--- src/inc/port_pkg.sv ---
// constants and types shared by the cascaded codec serial port
package port_pkg;
   localparam int          WORD_W        = 16;
   localparam int          FIFO_DEPTH    = 8;
   // control word layout
   localparam int          CTRL_BIT      = 15;
   localparam int          ADDR_HI       = 13;
   localparam int          ADDR_LO       = 11;
   localparam int          SEL_HI        = 10;
   localparam int          SEL_LO        = 8;
   localparam logic [2:0]  REG_MODE      = 3'h0;
   localparam logic [2:0]  REG_CLOCK     = 3'h1;
   localparam logic [2:0]  REG_POWER     = 3'h2;
   // mode register fields
   localparam int          PDS_BIT       = 3;
   // clock register fields
   localparam int          DIV_LO        = 0;
   localparam int          SCLK_LO       = 2;
   localparam int          SAMP_LO       = 4;
   // timing counts: prescale in system clock cycles, sample base in divided clock ticks, word length in bits
   localparam logic [3:0]  MCLK_PRESCALE = 4'h4;
   localparam logic [11:0] SAMP_BASE     = 12'h100;
   localparam logic [4:0]  WORD_BITS     = 5'h10;
   // values after reset
   localparam logic [1:0]  RST_DIV       = 2'h0;
   localparam logic [1:0]  RST_SCLK      = 2'h0;
   localparam logic [1:0]  RST_SAMP      = 2'h0;
   localparam logic [2:0]  RST_DEVCNT    = 3'h1;
   localparam logic [7:0]  RST_POWER     = 8'h00;
   // output shifter states
   typedef enum logic [2:0] {
      TX_IDLE  = 3'b001,
      TX_FS    = 3'b010,
      TX_SHIFT = 3'b100
   } tx_state_type;
endpackage : port_pkg

--- src/hw/sample_fifo.sv ---
// parameterised first-in first-out buffer for adc samples
`timescale 1ns/1ps
module sample_fifo #(
   parameter int WIDTH = 16,
   parameter int DEPTH = 8
) (
   input  wire logic             clk_in,
   input  wire logic             rstn_in,
   input  wire logic             in_valid_in,
   output logic                  in_ready_out,
   input  wire logic [WIDTH-1:0] in_data_in,
   output logic                  out_valid_out,
   input  wire logic             out_ready_in,
   output logic      [WIDTH-1:0] out_data_out
);
   localparam int AW = $clog2(DEPTH);
   typedef struct packed {
      logic [DEPTH-1:0][WIDTH-1:0] mem;
      logic [AW-1:0]               wr;
      logic [AW-1:0]               rd;
      logic [AW:0]                 cnt;
      logic                        ready;
   } fifo_type;
   fifo_type st_ff, nxt_st;
   logic     push, pop;

   // push when room, pop when data; ready registered from next count
   always_comb
   begin
      nxt_st = st_ff;
      push   = in_valid_in && st_ff.ready;
      pop    = out_ready_in && (st_ff.cnt != '0);
      if (push)
      begin
         nxt_st.mem[st_ff.wr] = in_data_in;
         nxt_st.wr            = (st_ff.wr == AW'(DEPTH - 1)) ? '0 : st_ff.wr + 1'b1;
      end
      if (pop)
         nxt_st.rd = (st_ff.rd == AW'(DEPTH - 1)) ? '0 : st_ff.rd + 1'b1;
      nxt_st.cnt   = st_ff.cnt + {{AW{1'b0}}, push} - {{AW{1'b0}}, pop};
      nxt_st.ready = nxt_st.cnt != (AW+1)'(DEPTH);
   end

   always_ff @(posedge clk_in or negedge rstn_in)
   begin
      if (!rstn_in)
         st_ff <= '{mem: '0, wr: '0, rd: '0, cnt: '0, ready: 1'b1};
      else
         st_ff <= nxt_st;
   end

   assign in_ready_out  = st_ff.ready;
   assign out_valid_out = st_ff.cnt != '0;
   assign out_data_out  = st_ff.mem[st_ff.rd];
endmodule : sample_fifo

--- src/hw/cascaded_codec_serial_port.sv ---
// serial port of a cascadable voice codec: routing, setup and dac addressing
`timescale 1ns/1ps
// Operation
// each sampling event raises output frame sync and sends the serial register.
// in loopback the host starts its next word on the last output frame sync.
// a word that is no control word for us is forwarded unchanged.
// control word with nonzero address is decremented and forwarded.
// control word with address zero writes the selected register, no forward.
// clock register sets divider, serial clock rate and sample rate.
// host sends all cascade control words back to back.
// host sends farthest device word first; replies return reversed.
// host should target one register per sampling event group.
// host programs clock, then power, then mode register.
// power register writes power up the analog sections.
// mode register loads device count; select bit enters data mode.
// data mode takes all words as dac samples; adc loaded at sampling.
// when frame count equals device count, the dac register loads.
// below device count, forward the current serial register contents.
// every input frame sync increments the frame counter (the code counts only in data mode).
// frame counter clears right after a dac update.
// host repeats adc read and dac write on every sampling event.
// address field is three bits and wraps from zero to seven.
// in program mode a set top bit marks a control word.
module cascaded_codec_serial_port (
   input  wire logic        clk_in,
   input  wire logic        rstn_in,
   input  wire logic        sdi_in,
   input  wire logic        serial_in_frame_sync_in,
   output logic             sclk_out,
   output logic             sdo_out,
   output logic             serial_out_frame_sync_out,
   input  wire logic [15:0] adc_data_in,
   input  wire logic        adc_valid_in,
   output logic             adc_ready_out,
   output logic [15:0]      dac_data_out,
   output logic             dac_update_out,
   output logic             data_mode_out,
   output logic [7:0]       power_ctrl_out
);
   typedef struct packed {
      logic [2:0]                 sdi_s;
      logic [2:0]                 ifs_s;
      logic                       sdi_flt;
      logic                       ifs_flt;
      logic [3:0]                 mclk_cnt;
      logic [1:0]                 dm_cnt;
      logic [2:0]                 sclk_cnt;
      logic                       sclk;
      logic [11:0]                samp_cnt;
      logic                       rx_act;
      logic [3:0]                 rx_cnt;
      logic [15:0]                rx_sh;
      port_pkg::tx_state_type     tx_state;
      logic [4:0]                 tx_cnt;
      logic [15:0]                tx_sh;
      logic                       ofs;
      logic                       sdo;
      logic                       pend;
      logic [15:0]                pend_word;
      logic [15:0]                ser;
      logic                       data_mode;
      logic [2:0]                 dev_count;
      logic [3:0]                 frame_cnt;
      logic [1:0]                 div_code;
      logic [1:0]                 sclk_code;
      logic [1:0]                 samp_code;
      logic [7:0]                 power;
      logic [15:0]                dac;
      logic                       dac_upd;
   } state_type;

   state_type   st_ff, nxt_st;
   logic        mclk_tick, dm_tick, half_hit, sclk_rise, sclk_fall, samp_evt;
   logic        done, is_ctrl, self_write, fwd_req, count_hit, pop;
   logic [15:0] rx_word;
   logic [2:0]  rx_addr;
   logic [3:0]  count_lim;
   logic        fifo_valid;
   logic [15:0] fifo_data;

   // address field decrement with three-bit wrap
   function automatic logic [2:0] addr_dec(input logic [2:0] a);
      addr_dec = a - 3'h1;
   endfunction : addr_dec

   // replace the address field of a control word
   function automatic logic [15:0] set_addr(input logic [15:0] w, input logic [2:0] a);
      set_addr                                   = w;
      set_addr[port_pkg::ADDR_HI:port_pkg::ADDR_LO] = a;
   endfunction : set_addr

   // adc samples wait here until a sampling event takes them
   sample_fifo #(
      .WIDTH (port_pkg::WORD_W),
      .DEPTH (port_pkg::FIFO_DEPTH)
   ) adc_fifo (
      .clk_in        (clk_in),
      .rstn_in       (rstn_in),
      .in_valid_in   (adc_valid_in),
      .in_ready_out  (adc_ready_out),
      .in_data_in    (adc_data_in),
      .out_valid_out (fifo_valid),
      .out_ready_in  (pop),
      .out_data_out  (fifo_data)
   );

   // timing ticks, received word decode and routing decisions
   always_comb
   begin
      mclk_tick  = st_ff.mclk_cnt == port_pkg::MCLK_PRESCALE - 4'h1;
      // divider ratio
      dm_tick    = mclk_tick && (st_ff.dm_cnt == st_ff.div_code);
      // serial clock rate
      half_hit   = st_ff.sclk_cnt == 3'((4'h1 << st_ff.sclk_code) - 4'h1);
      sclk_rise  = dm_tick && half_hit && !st_ff.sclk;
      sclk_fall  = dm_tick && half_hit && st_ff.sclk;
      // sample rate
      samp_evt   = dm_tick && (st_ff.samp_cnt ==
                   (port_pkg::SAMP_BASE << st_ff.samp_code) - 12'h1);
      done       = sclk_fall && st_ff.rx_act && (st_ff.rx_cnt == 4'hf);
      rx_word    = {st_ff.rx_sh[14:0], st_ff.sdi_flt};
      rx_addr    = rx_word[port_pkg::ADDR_HI:port_pkg::ADDR_LO];
      // top bit marks a control word
      is_ctrl    = !st_ff.data_mode && rx_word[port_pkg::CTRL_BIT];
      // address zero is ours
      self_write = done && is_ctrl && (rx_addr == 3'h0);
      count_lim  = {st_ff.dev_count == 3'h0, st_ff.dev_count};
      // compare frame count with device count
      count_hit  = done && st_ff.data_mode && (st_ff.frame_cnt + 4'h1 == count_lim);
      fwd_req    = done && !self_write && !count_hit;
      pop        = samp_evt && fifo_valid;
   end

   // next state of the whole port
   always_comb
   begin
      nxt_st         = st_ff;
      nxt_st.dac_upd = 1'b0;
      // input pins pass three flip-flops; a change counts when the last two agree
      nxt_st.sdi_s   = {st_ff.sdi_s[1:0], sdi_in};
      nxt_st.ifs_s   = {st_ff.ifs_s[1:0], serial_in_frame_sync_in};
      if (st_ff.sdi_s[1] == st_ff.sdi_s[2])
         nxt_st.sdi_flt = st_ff.sdi_s[2];
      if (st_ff.ifs_s[1] == st_ff.ifs_s[2])
         nxt_st.ifs_flt = st_ff.ifs_s[2];
      // clock dividers
      nxt_st.mclk_cnt = mclk_tick ? 4'h0 : st_ff.mclk_cnt + 4'h1;
      if (mclk_tick)
         nxt_st.dm_cnt = dm_tick ? 2'h0 : st_ff.dm_cnt + 2'h1;
      if (dm_tick)
      begin
         nxt_st.sclk_cnt = half_hit ? 3'h0 : st_ff.sclk_cnt + 3'h1;
         nxt_st.samp_cnt = samp_evt ? 12'h0 : st_ff.samp_cnt + 12'h1;
         if (half_hit)
            nxt_st.sclk = !st_ff.sclk;
      end
      // receiver samples on the falling serial clock
      if (sclk_fall)
      begin
         if (!st_ff.rx_act && st_ff.ifs_flt)
         begin
            nxt_st.rx_act = 1'b1;
            nxt_st.rx_cnt = 4'h0;
         end
         else if (st_ff.rx_act)
         begin
            nxt_st.rx_sh  = rx_word;
            nxt_st.rx_cnt = st_ff.rx_cnt + 4'h1;
            if (st_ff.rx_cnt == 4'hf)
               nxt_st.rx_act = 1'b0;
         end
      end
      // sampling event loads the serial register and requests a frame
      if (samp_evt)
      begin
         // serial register takes the adc result
         nxt_st.ser       = pop ? fifo_data : 16'h0000;
         nxt_st.pend      = 1'b1;
         nxt_st.pend_word = nxt_st.ser;
      end
      // R5 register write by a control word addressed to us
      if (self_write)
      begin
         case (rx_word[port_pkg::SEL_HI:port_pkg::SEL_LO])
            // device count and program/data select
            port_pkg::REG_MODE:
            begin
               nxt_st.dev_count = rx_word[2:0];
               nxt_st.data_mode = rx_word[port_pkg::PDS_BIT];
            end
            // clock configuration
            port_pkg::REG_CLOCK:
            begin
               nxt_st.div_code  = rx_word[port_pkg::DIV_LO +: 2];
               nxt_st.sclk_code = rx_word[port_pkg::SCLK_LO +: 2];
               nxt_st.samp_code = rx_word[port_pkg::SAMP_LO +: 2];
            end
            // analog power bits
            port_pkg::REG_POWER:
               nxt_st.power = rx_word[7:0];
            default:
               nxt_st.power = st_ff.power;
         endcase
      end
      // forwarding downstream
      if (fwd_req)
      begin
         nxt_st.pend = 1'b1;
         if (st_ff.data_mode)
         begin
            // received word fills the serial register and moves on
            nxt_st.pend_word = rx_word;
            nxt_st.ser       = rx_word;
         end
         else if (is_ctrl)
            // decrement address with wrap
            nxt_st.pend_word = set_addr(rx_word, addr_dec(rx_addr));
         else
            // forward unchanged
            nxt_st.pend_word = rx_word;
      end
      // every input frame counts in data mode
      if (done && st_ff.data_mode)
         nxt_st.frame_cnt = st_ff.frame_cnt + 4'h1;
      // dac load and counter clear
      if (count_hit)
      begin
         nxt_st.dac       = rx_word;
         nxt_st.dac_upd   = 1'b1;
         nxt_st.frame_cnt = 4'h0;
      end
      // output shifter launches on the rising serial clock
      if (sclk_rise)
      begin
         case (st_ff.tx_state)
            port_pkg::TX_IDLE:
               if (st_ff.pend && !fwd_req && !samp_evt)
               begin
                  nxt_st.pend     = 1'b0;
                  nxt_st.ofs      = 1'b1;
                  nxt_st.tx_sh    = st_ff.pend_word;
                  nxt_st.tx_state = port_pkg::TX_FS;
               end
            port_pkg::TX_FS:
            begin
               nxt_st.ofs      = 1'b0;
               nxt_st.sdo      = st_ff.tx_sh[15];
               nxt_st.tx_sh    = {st_ff.tx_sh[14:0], 1'b0};
               nxt_st.tx_cnt   = 5'h1;
               nxt_st.tx_state = port_pkg::TX_SHIFT;
            end
            port_pkg::TX_SHIFT:
               if (st_ff.tx_cnt == port_pkg::WORD_BITS)
               begin
                  nxt_st.sdo      = 1'b0;
                  nxt_st.tx_state = port_pkg::TX_IDLE;
               end
               else
               begin
                  nxt_st.sdo    = st_ff.tx_sh[15];
                  nxt_st.tx_sh  = {st_ff.tx_sh[14:0], 1'b0};
                  nxt_st.tx_cnt = st_ff.tx_cnt + 5'h1;
               end
            default:
               nxt_st.tx_state = port_pkg::TX_IDLE;
         endcase
      end
   end

   // state register
   always_ff @(posedge clk_in or negedge rstn_in)
   begin
      if (!rstn_in)
      begin
         st_ff           <= '0;
         st_ff.tx_state  <= port_pkg::TX_IDLE;
         st_ff.div_code  <= port_pkg::RST_DIV;
         st_ff.sclk_code <= port_pkg::RST_SCLK;
         st_ff.samp_code <= port_pkg::RST_SAMP;
         st_ff.dev_count <= port_pkg::RST_DEVCNT;
         st_ff.power     <= port_pkg::RST_POWER;
      end
      else
         st_ff <= nxt_st;
   end

   // outputs straight from the state register
   assign sclk_out                  = st_ff.sclk;
   assign sdo_out                   = st_ff.sdo;
   assign serial_out_frame_sync_out = st_ff.ofs;
   assign dac_data_out              = st_ff.dac;
   assign dac_update_out            = st_ff.dac_upd;
   assign data_mode_out             = st_ff.data_mode;
   assign power_ctrl_out            = st_ff.power;

   // checks
   a_fs_then_shift: assert property (@(posedge clk_in) disable iff (!rstn_in)
      $fell(st_ff.ofs) |-> st_ff.tx_state == port_pkg::TX_SHIFT)
      else $error("frame sync not followed by data");
   a_self_no_fwd: assert property (@(posedge clk_in) disable iff (!rstn_in)
      (self_write && !samp_evt) |=> st_ff.pend == $past(st_ff.pend)
                                   && st_ff.pend_word == $past(st_ff.pend_word))
      else $error("own control word forwarded");
   a_ctrl_addr_dec: assert property (@(posedge clk_in) disable iff (!rstn_in)
      (fwd_req && is_ctrl) |=> st_ff.pend_word[13:11] == $past(rx_addr) - 3'h1
                               && st_ff.pend)
      else $error("control address not decremented");
   a_plain_forward: assert property (@(posedge clk_in) disable iff (!rstn_in)
      (fwd_req && !is_ctrl && !st_ff.data_mode) |=> st_ff.pend_word == $past(rx_word))
      else $error("word not forwarded unchanged");
   a_dac_on_count: assert property (@(posedge clk_in) disable iff (!rstn_in)
      count_hit |=> dac_update_out && dac_data_out == $past(rx_word))
      else $error("dac not loaded at device count");
   a_count_clear: assert property (@(posedge clk_in) disable iff (!rstn_in)
      dac_update_out |-> st_ff.frame_cnt == 4'h0)
      else $error("frame counter not cleared");
   a_count_step: assert property (@(posedge clk_in) disable iff (!rstn_in)
      (done && st_ff.data_mode && !count_hit) |=> st_ff.frame_cnt == $past(st_ff.frame_cnt) + 4'h1)
      else $error("frame counter missed a pulse");
   a_pass_serial: assert property (@(posedge clk_in) disable iff (!rstn_in)
      (fwd_req && st_ff.data_mode) |=> st_ff.pend_word == $past(rx_word)
                                       && st_ff.ser == $past(rx_word))
      else $error("serial contents not passed on");
   a_mode_entry: assert property (@(posedge clk_in) disable iff (!rstn_in)
      (self_write && rx_word[10:8] == port_pkg::REG_MODE)
      |=> data_mode_out == $past(rx_word[port_pkg::PDS_BIT]))
      else $error("mode register write ignored");
   a_sample_load: assert property (@(posedge clk_in) disable iff (!rstn_in)
      (samp_evt && pop && !fwd_req) |=> st_ff.ser == $past(fifo_data) && st_ff.pend)
      else $error("adc result not loaded at sampling");
   a_idle_line_low: assert property (@(posedge clk_in) disable iff (!rstn_in)
      (st_ff.tx_state == port_pkg::TX_IDLE) |-> !sdo_out)
      else $error("data line not low while idle");
   a_clock_write: assert property (@(posedge clk_in) disable iff (!rstn_in)
      (self_write && rx_word[10:8] == port_pkg::REG_CLOCK)
      |=> st_ff.sclk_code == $past(rx_word[port_pkg::SCLK_LO +: 2]))
      else $error("clock register write ignored");
   a_power_write: assert property (@(posedge clk_in) disable iff (!rstn_in)
      (self_write && rx_word[10:8] == port_pkg::REG_POWER)
      |=> power_ctrl_out == $past(rx_word[7:0]))
      else $error("power register write ignored");
   c_fifo_full: cover property (@(posedge clk_in) disable iff (!rstn_in) !adc_ready_out);
   c_dac_update: cover property (@(posedge clk_in) disable iff (!rstn_in) dac_update_out);
   c_ctrl_fwd: cover property (@(posedge clk_in) disable iff (!rstn_in) fwd_req && is_ctrl);
   c_data_mode: cover property (@(posedge clk_in) disable iff (!rstn_in) $rose(data_mode_out));
endmodule : cascaded_codec_serial_port

--- config.mk ---
export PLATFORM = sky130hd
export DESIGN_NAME = cascaded_codec_serial_port
export DESIGN_NICKNAME = d
export VERILOG_FILES = /design/src/inc/port_pkg.sv /design/src/hw/sample_fifo.sv /design/src/hw/cascaded_codec_serial_port.sv
export SDC_FILE = /design/constraint.sdc
export NUM_CORES = 1
export LEC_CHECK = 0
export BUFFER_PORTS_ARGS = -buffer_cell sky130_fd_sc_hd__buf_2
export CAP_MARGIN = 20
export CORE_MARGIN = 4
export CORE_UTILIZATION = 67
export DETAILED_ROUTE_END_ITERATION = 12
export GPL_TIMING_DRIVEN = 0
export PLACE_DENSITY = 0.95
export SETUP_SLACK_MARGIN = 0.4
export SKIP_CTS_REPAIR_TIMING = 1
export SYNTH_ARGS = -nofsm -noshare
export SYNTH_HDL_FRONTEND = slang
export SYNTH_SLANG_ARGS = --single-unit
--- constraint.sdc ---
create_clock -name clk_in -period 5.6 [get_ports clk_in]
set_input_delay 1.12 -clock clk_in [delete_from_list [all_inputs] [get_ports clk_in]]
set_output_delay 1.12 -clock clk_in [all_outputs]
set_load 0.02 [all_outputs]
==> results_dict.tcl <==
set metrics [dict create \
    cts_inserted_buffers 27 \
    grt_use_total_pct 26.9 \
    crit_slowest_cell "sky130_fd_sc_hd__nor3b_1" \
    die_w_um 145 \
    clock.fmax_mhz 249 \
    finalWeightedCongestion 0.855 \
    powerDensity_mw_per_mm2 277 \
    io-pin-count 51 \
    post_synth.cell_area_avg_um2 14.0 \
    die_y_um 145 \
    num-nets-final 1023 \
    detail_route.wl_per_cell_um 23.2 \
    worst_pin_slew_ps 1090 \
    antenna_found_initial 1 \
    cp_cell_sequence "ha_1 > nor3b_1 > and4_1 > clkbuf_1 > and3_1 > buf_2 > buf_2 > nand2_1 > inv_1 > ha_1 > inv_1 > ha_1 > fa_1 > nor3_1 > nand2_1" \
    run_status "complete, no violations" \
    synth.yosys.warnings 0 \
    synth-edff-count 0 \
    buffer_ports.inserted 50 \
    post_route_worst_setup_slack_ps 1590 \
    setup.worst_path.start_class "flip-flop" \
    effective_utilization_at_floorplan_pct 69.1 \
    layout-drive-gt1-share_pct 41.6 \
    cts_max_path_buffers 3 \
    placement.setup.worst_slack_ps 1780 \
    finalHoldWorstSlack_ps 353 \
    cts_sinks 271 \
    sw_share_pct 21.8 \
    cts_max_level 1 \
    ys_types 70 \
    setup-violations-final 0 \
    leakagePower_nw 6.97 \
    global_route.usage.met1_pct 35.3 \
    grt_overflow_total 0 \
    hold_violations 0 \
    synthDominantAreaCellType "sky130_fd_sc_hd__dfrtp_1" \
    die_outline_area_mm2 0.0211 \
    crit-reg2reg-launch "st_ff[137]$_DFF_PN0_" \
    worst_hold_path_type "flip-flop to flip-flop" \
    crit_path_max_fanout 10 \
    crit_path_end_kind "flip-flop" \
    ys_top_cells_by_area "sky130_fd_sc_hd__dfrtp_1, sky130_fd_sc_hd__mux2_2, sky130_fd_sc_hd__mux4_2, sky130_fd_sc_hd__ha_1, sky130_fd_sc_hd__buf_4" \
    worst_path_dominant_cell_family "simple AND/OR/NAND/NOR gates" \
    internal-power_mw 3.06 \
    yosysMostFrequentCell "sky130_fd_sc_hd__dfrtp_1" \
    tritoncts "done" \
    layout_worst_path_cycle_share_pct 71.6 \
    postSynthRegisterBits 271 \
    worst_slew_margin_rel_pct 26.9 \
    count_of_pins_over_their_slew_limit 0 \
    placementRows 49 \
    grt-busiest-layer "met2" \
    delay_of_the_slowest_cell_on_the_worst_path_ps 520 \
    insertion_delay_ps 540 \
    power.share.clock_pct 45.2 \
    power.sequential.fraction_pct 51.5 \
    post_synth_inst_count 900 \
    crit_path_start "st_ff[137]$_DFF_PN0_" \
    synth.cells.most_frequent "sky130_fd_sc_hd__dfrtp_1, sky130_fd_sc_hd__mux2_2, sky130_fd_sc_hd__nand2_1" \
    synth.yosys.seq_area_share_pct 53.7 \
    vias_in_the_first_global_route 8588 \
    final.setup_skew_ps 20.0 \
    worst_ep_arrival_time_ps 4460 \
    ant_nets 0 \
    p_sw_mw 0.854 \
    grtUsageMet3_pct 4.65 \
    synth-async-reset-ratio_pct 100 \
    area_growth_pct 11.7 \
    dpl.hpwl_um 18000 \
    power.ir.vdd_worst_uv 271 \
    cts.reportedPaths.clkPinSlew_ps 60 \
    largest_net_degree_at_the_start_of_global_routing 115 \
    cp_data_required_time_ps 6050 \
    first_pass_grt_wire_length_um 46200 \
    route.detailed.vias_per_inst 6.48 \
    finish.cell_count_without_fillers 1233 \
    grt_setup_unrepaired "no" \
    cpMostUsedCell "sky130_fd_sc_hd__ha_1" \
    maxCapViolCount 0 \
    synthesis.area_mm2 0.0126 \
    synthDominantCellAreaShare_pct 53.1 \
    fin_crit_ps 4010 \
    crit_type "flip-flop to flip-flop" \
    worstPathBufferInverterCount 5 \
    power.combinational.fraction_pct 3.3 \
    tns_ps 0 \
    drt_first_pass_iters 5 \
    post-place-cells 1182 \
    route.final.wire_length_um 28600 \
    synth_fp_nets 940 \
    yosys_most_used_dff "sky130_fd_sc_hd__dfrtp_1" \
    total_power_mw 3.92 \
    route.detailed.drc 0 \
    min_from "nxt_st[144]$_DFF_PN0_" \
    placeableCoreArea_mm2 0.0183 \
    globalRouteMet2Util_pct 44.7 \
    cts-root-buf "sky130_fd_sc_hd__clkbuf_16" \
    dr_total_vias 7992 \
    drt-initial-drc-count 718 \
]
metrics by stage:
stage | area, um2 | util [%]
after global placement | 13200 | 72.1
final | 14100 | 77.2
after detailed placement | 13200 | 72.5
after global routing | 14100 | 77.2
after floorplan | 12600 | -
after CTS | 14100 | 77.2
cell families (layout without fill, tap and decap cells):
group | Yosys count | in the layout | share of synthesized area [%]
multiplexers | 277 | 277 | 27.7
AND/OR/NAND/NOR | 136 | 136 | 5.91
flip-flops | 271 | 271 | 53.7
adder cells (fa/ha/maj) | 21 | 21 | 2.10
buffers and inverters | 84 | 187 | 3.60
XOR/XNOR | 22 | 22 | 1.63
AO/OA/AOI/OAI | 89 | 89 | 5.38
other | 0 | 1 | 0
worst paths after layout:
check | to | slack, ps | cells past startpoint
worst min register to register | nxt_st[145]$_DFF_PN0_ | 350 | 0
min in group asynchronous | adc_fifo.st_ff[30]$_DFFE_PN0P_ | 520 | 1
worst min-delay path | nxt_st[145]$_DFF_PN0_ | 350 | 0
worst max-delay path | adc_fifo.in_ready_out$_DFF_PN1_ | 1590 | 15
worst max register to register | adc_fifo.in_ready_out$_DFF_PN1_ | 1590 | 15
max in group asynchronous | count_lim[0]$_DFFE_PN1P_ | 3750 | 3
per-layer routing:
| layer | up-vias | wire length [um] |
|---|---|---|
| met4 | 0 | 1370 |
| li1 | 3456 | - |
| met1 | 4149 | 11500 |
| met5 | - | 0 |
| met2 | 282 | 14300 |
| met3 | 105 | 1390 |
final cells by class:
cell class	count	area, um2
inverters	18	67.6
clock buffers	42	802
well taps	229	287
multi-input cells	545	5390
fillers	954	4160
clock inverters	7	63.8
plain buffers	66	387
flip-flops and latches	271	6790
repair buffers	54	325
diodes	1	2.50
registers in the layout (all words and copies together) (netlist names), 3 cells and up:
signal and cells:
nxt_st 4, st_ff 80, power_ctrl_out 8, rx_word 13, rx_addr 3, dac_data_out 16
adc_fifo.st_ff 138, count_lim 3
power groups by stage:
stage	Combinational [mW]	Sequential (mW)	Clock, mW
after floorplan	0.0565	2.04	0
after global placement	0.116	2.05	0
after detailed placement	0.129	2.05	0
after CTS	0.130	2.02	1.78
after global routing	0.146	2.02	1.86
final	0.129	2.02	1.77
cells in the final DEF, fill, tap and decap left out, types with 7 or more instances in the layout:
cell type,n
sky130_fd_sc_hd__clkbuf_16,27
sky130_fd_sc_hd__nor2_1,22
sky130_fd_sc_hd__o21ai_0,27
sky130_fd_sc_hd__nand2_1,36
sky130_fd_sc_hd__xnor2_1,9
sky130_fd_sc_hd__ha_1,18
sky130_fd_sc_hd__nor3_1,10
sky130_fd_sc_hd__nand3_1,13
sky130_fd_sc_hd__clkbuf_1,31
sky130_fd_sc_hd__buf_2,62
sky130_fd_sc_hd__a21oi_1,7
sky130_fd_sc_hd__dfrtp_1,268
sky130_fd_sc_hd__xor2_1,12
sky130_fd_sc_hd__inv_1,18
sky130_fd_sc_hd__mux2_2,229
sky130_fd_sc_hd__a32o_1,14
sky130_fd_sc_hd__buf_4,27
sky130_fd_sc_hd__mux4_2,32
sky130_fd_sc_hd__nand2b_1,10
sky130_fd_sc_hd__clkbuf_8,7
Power figures use the tool's default switching activity.
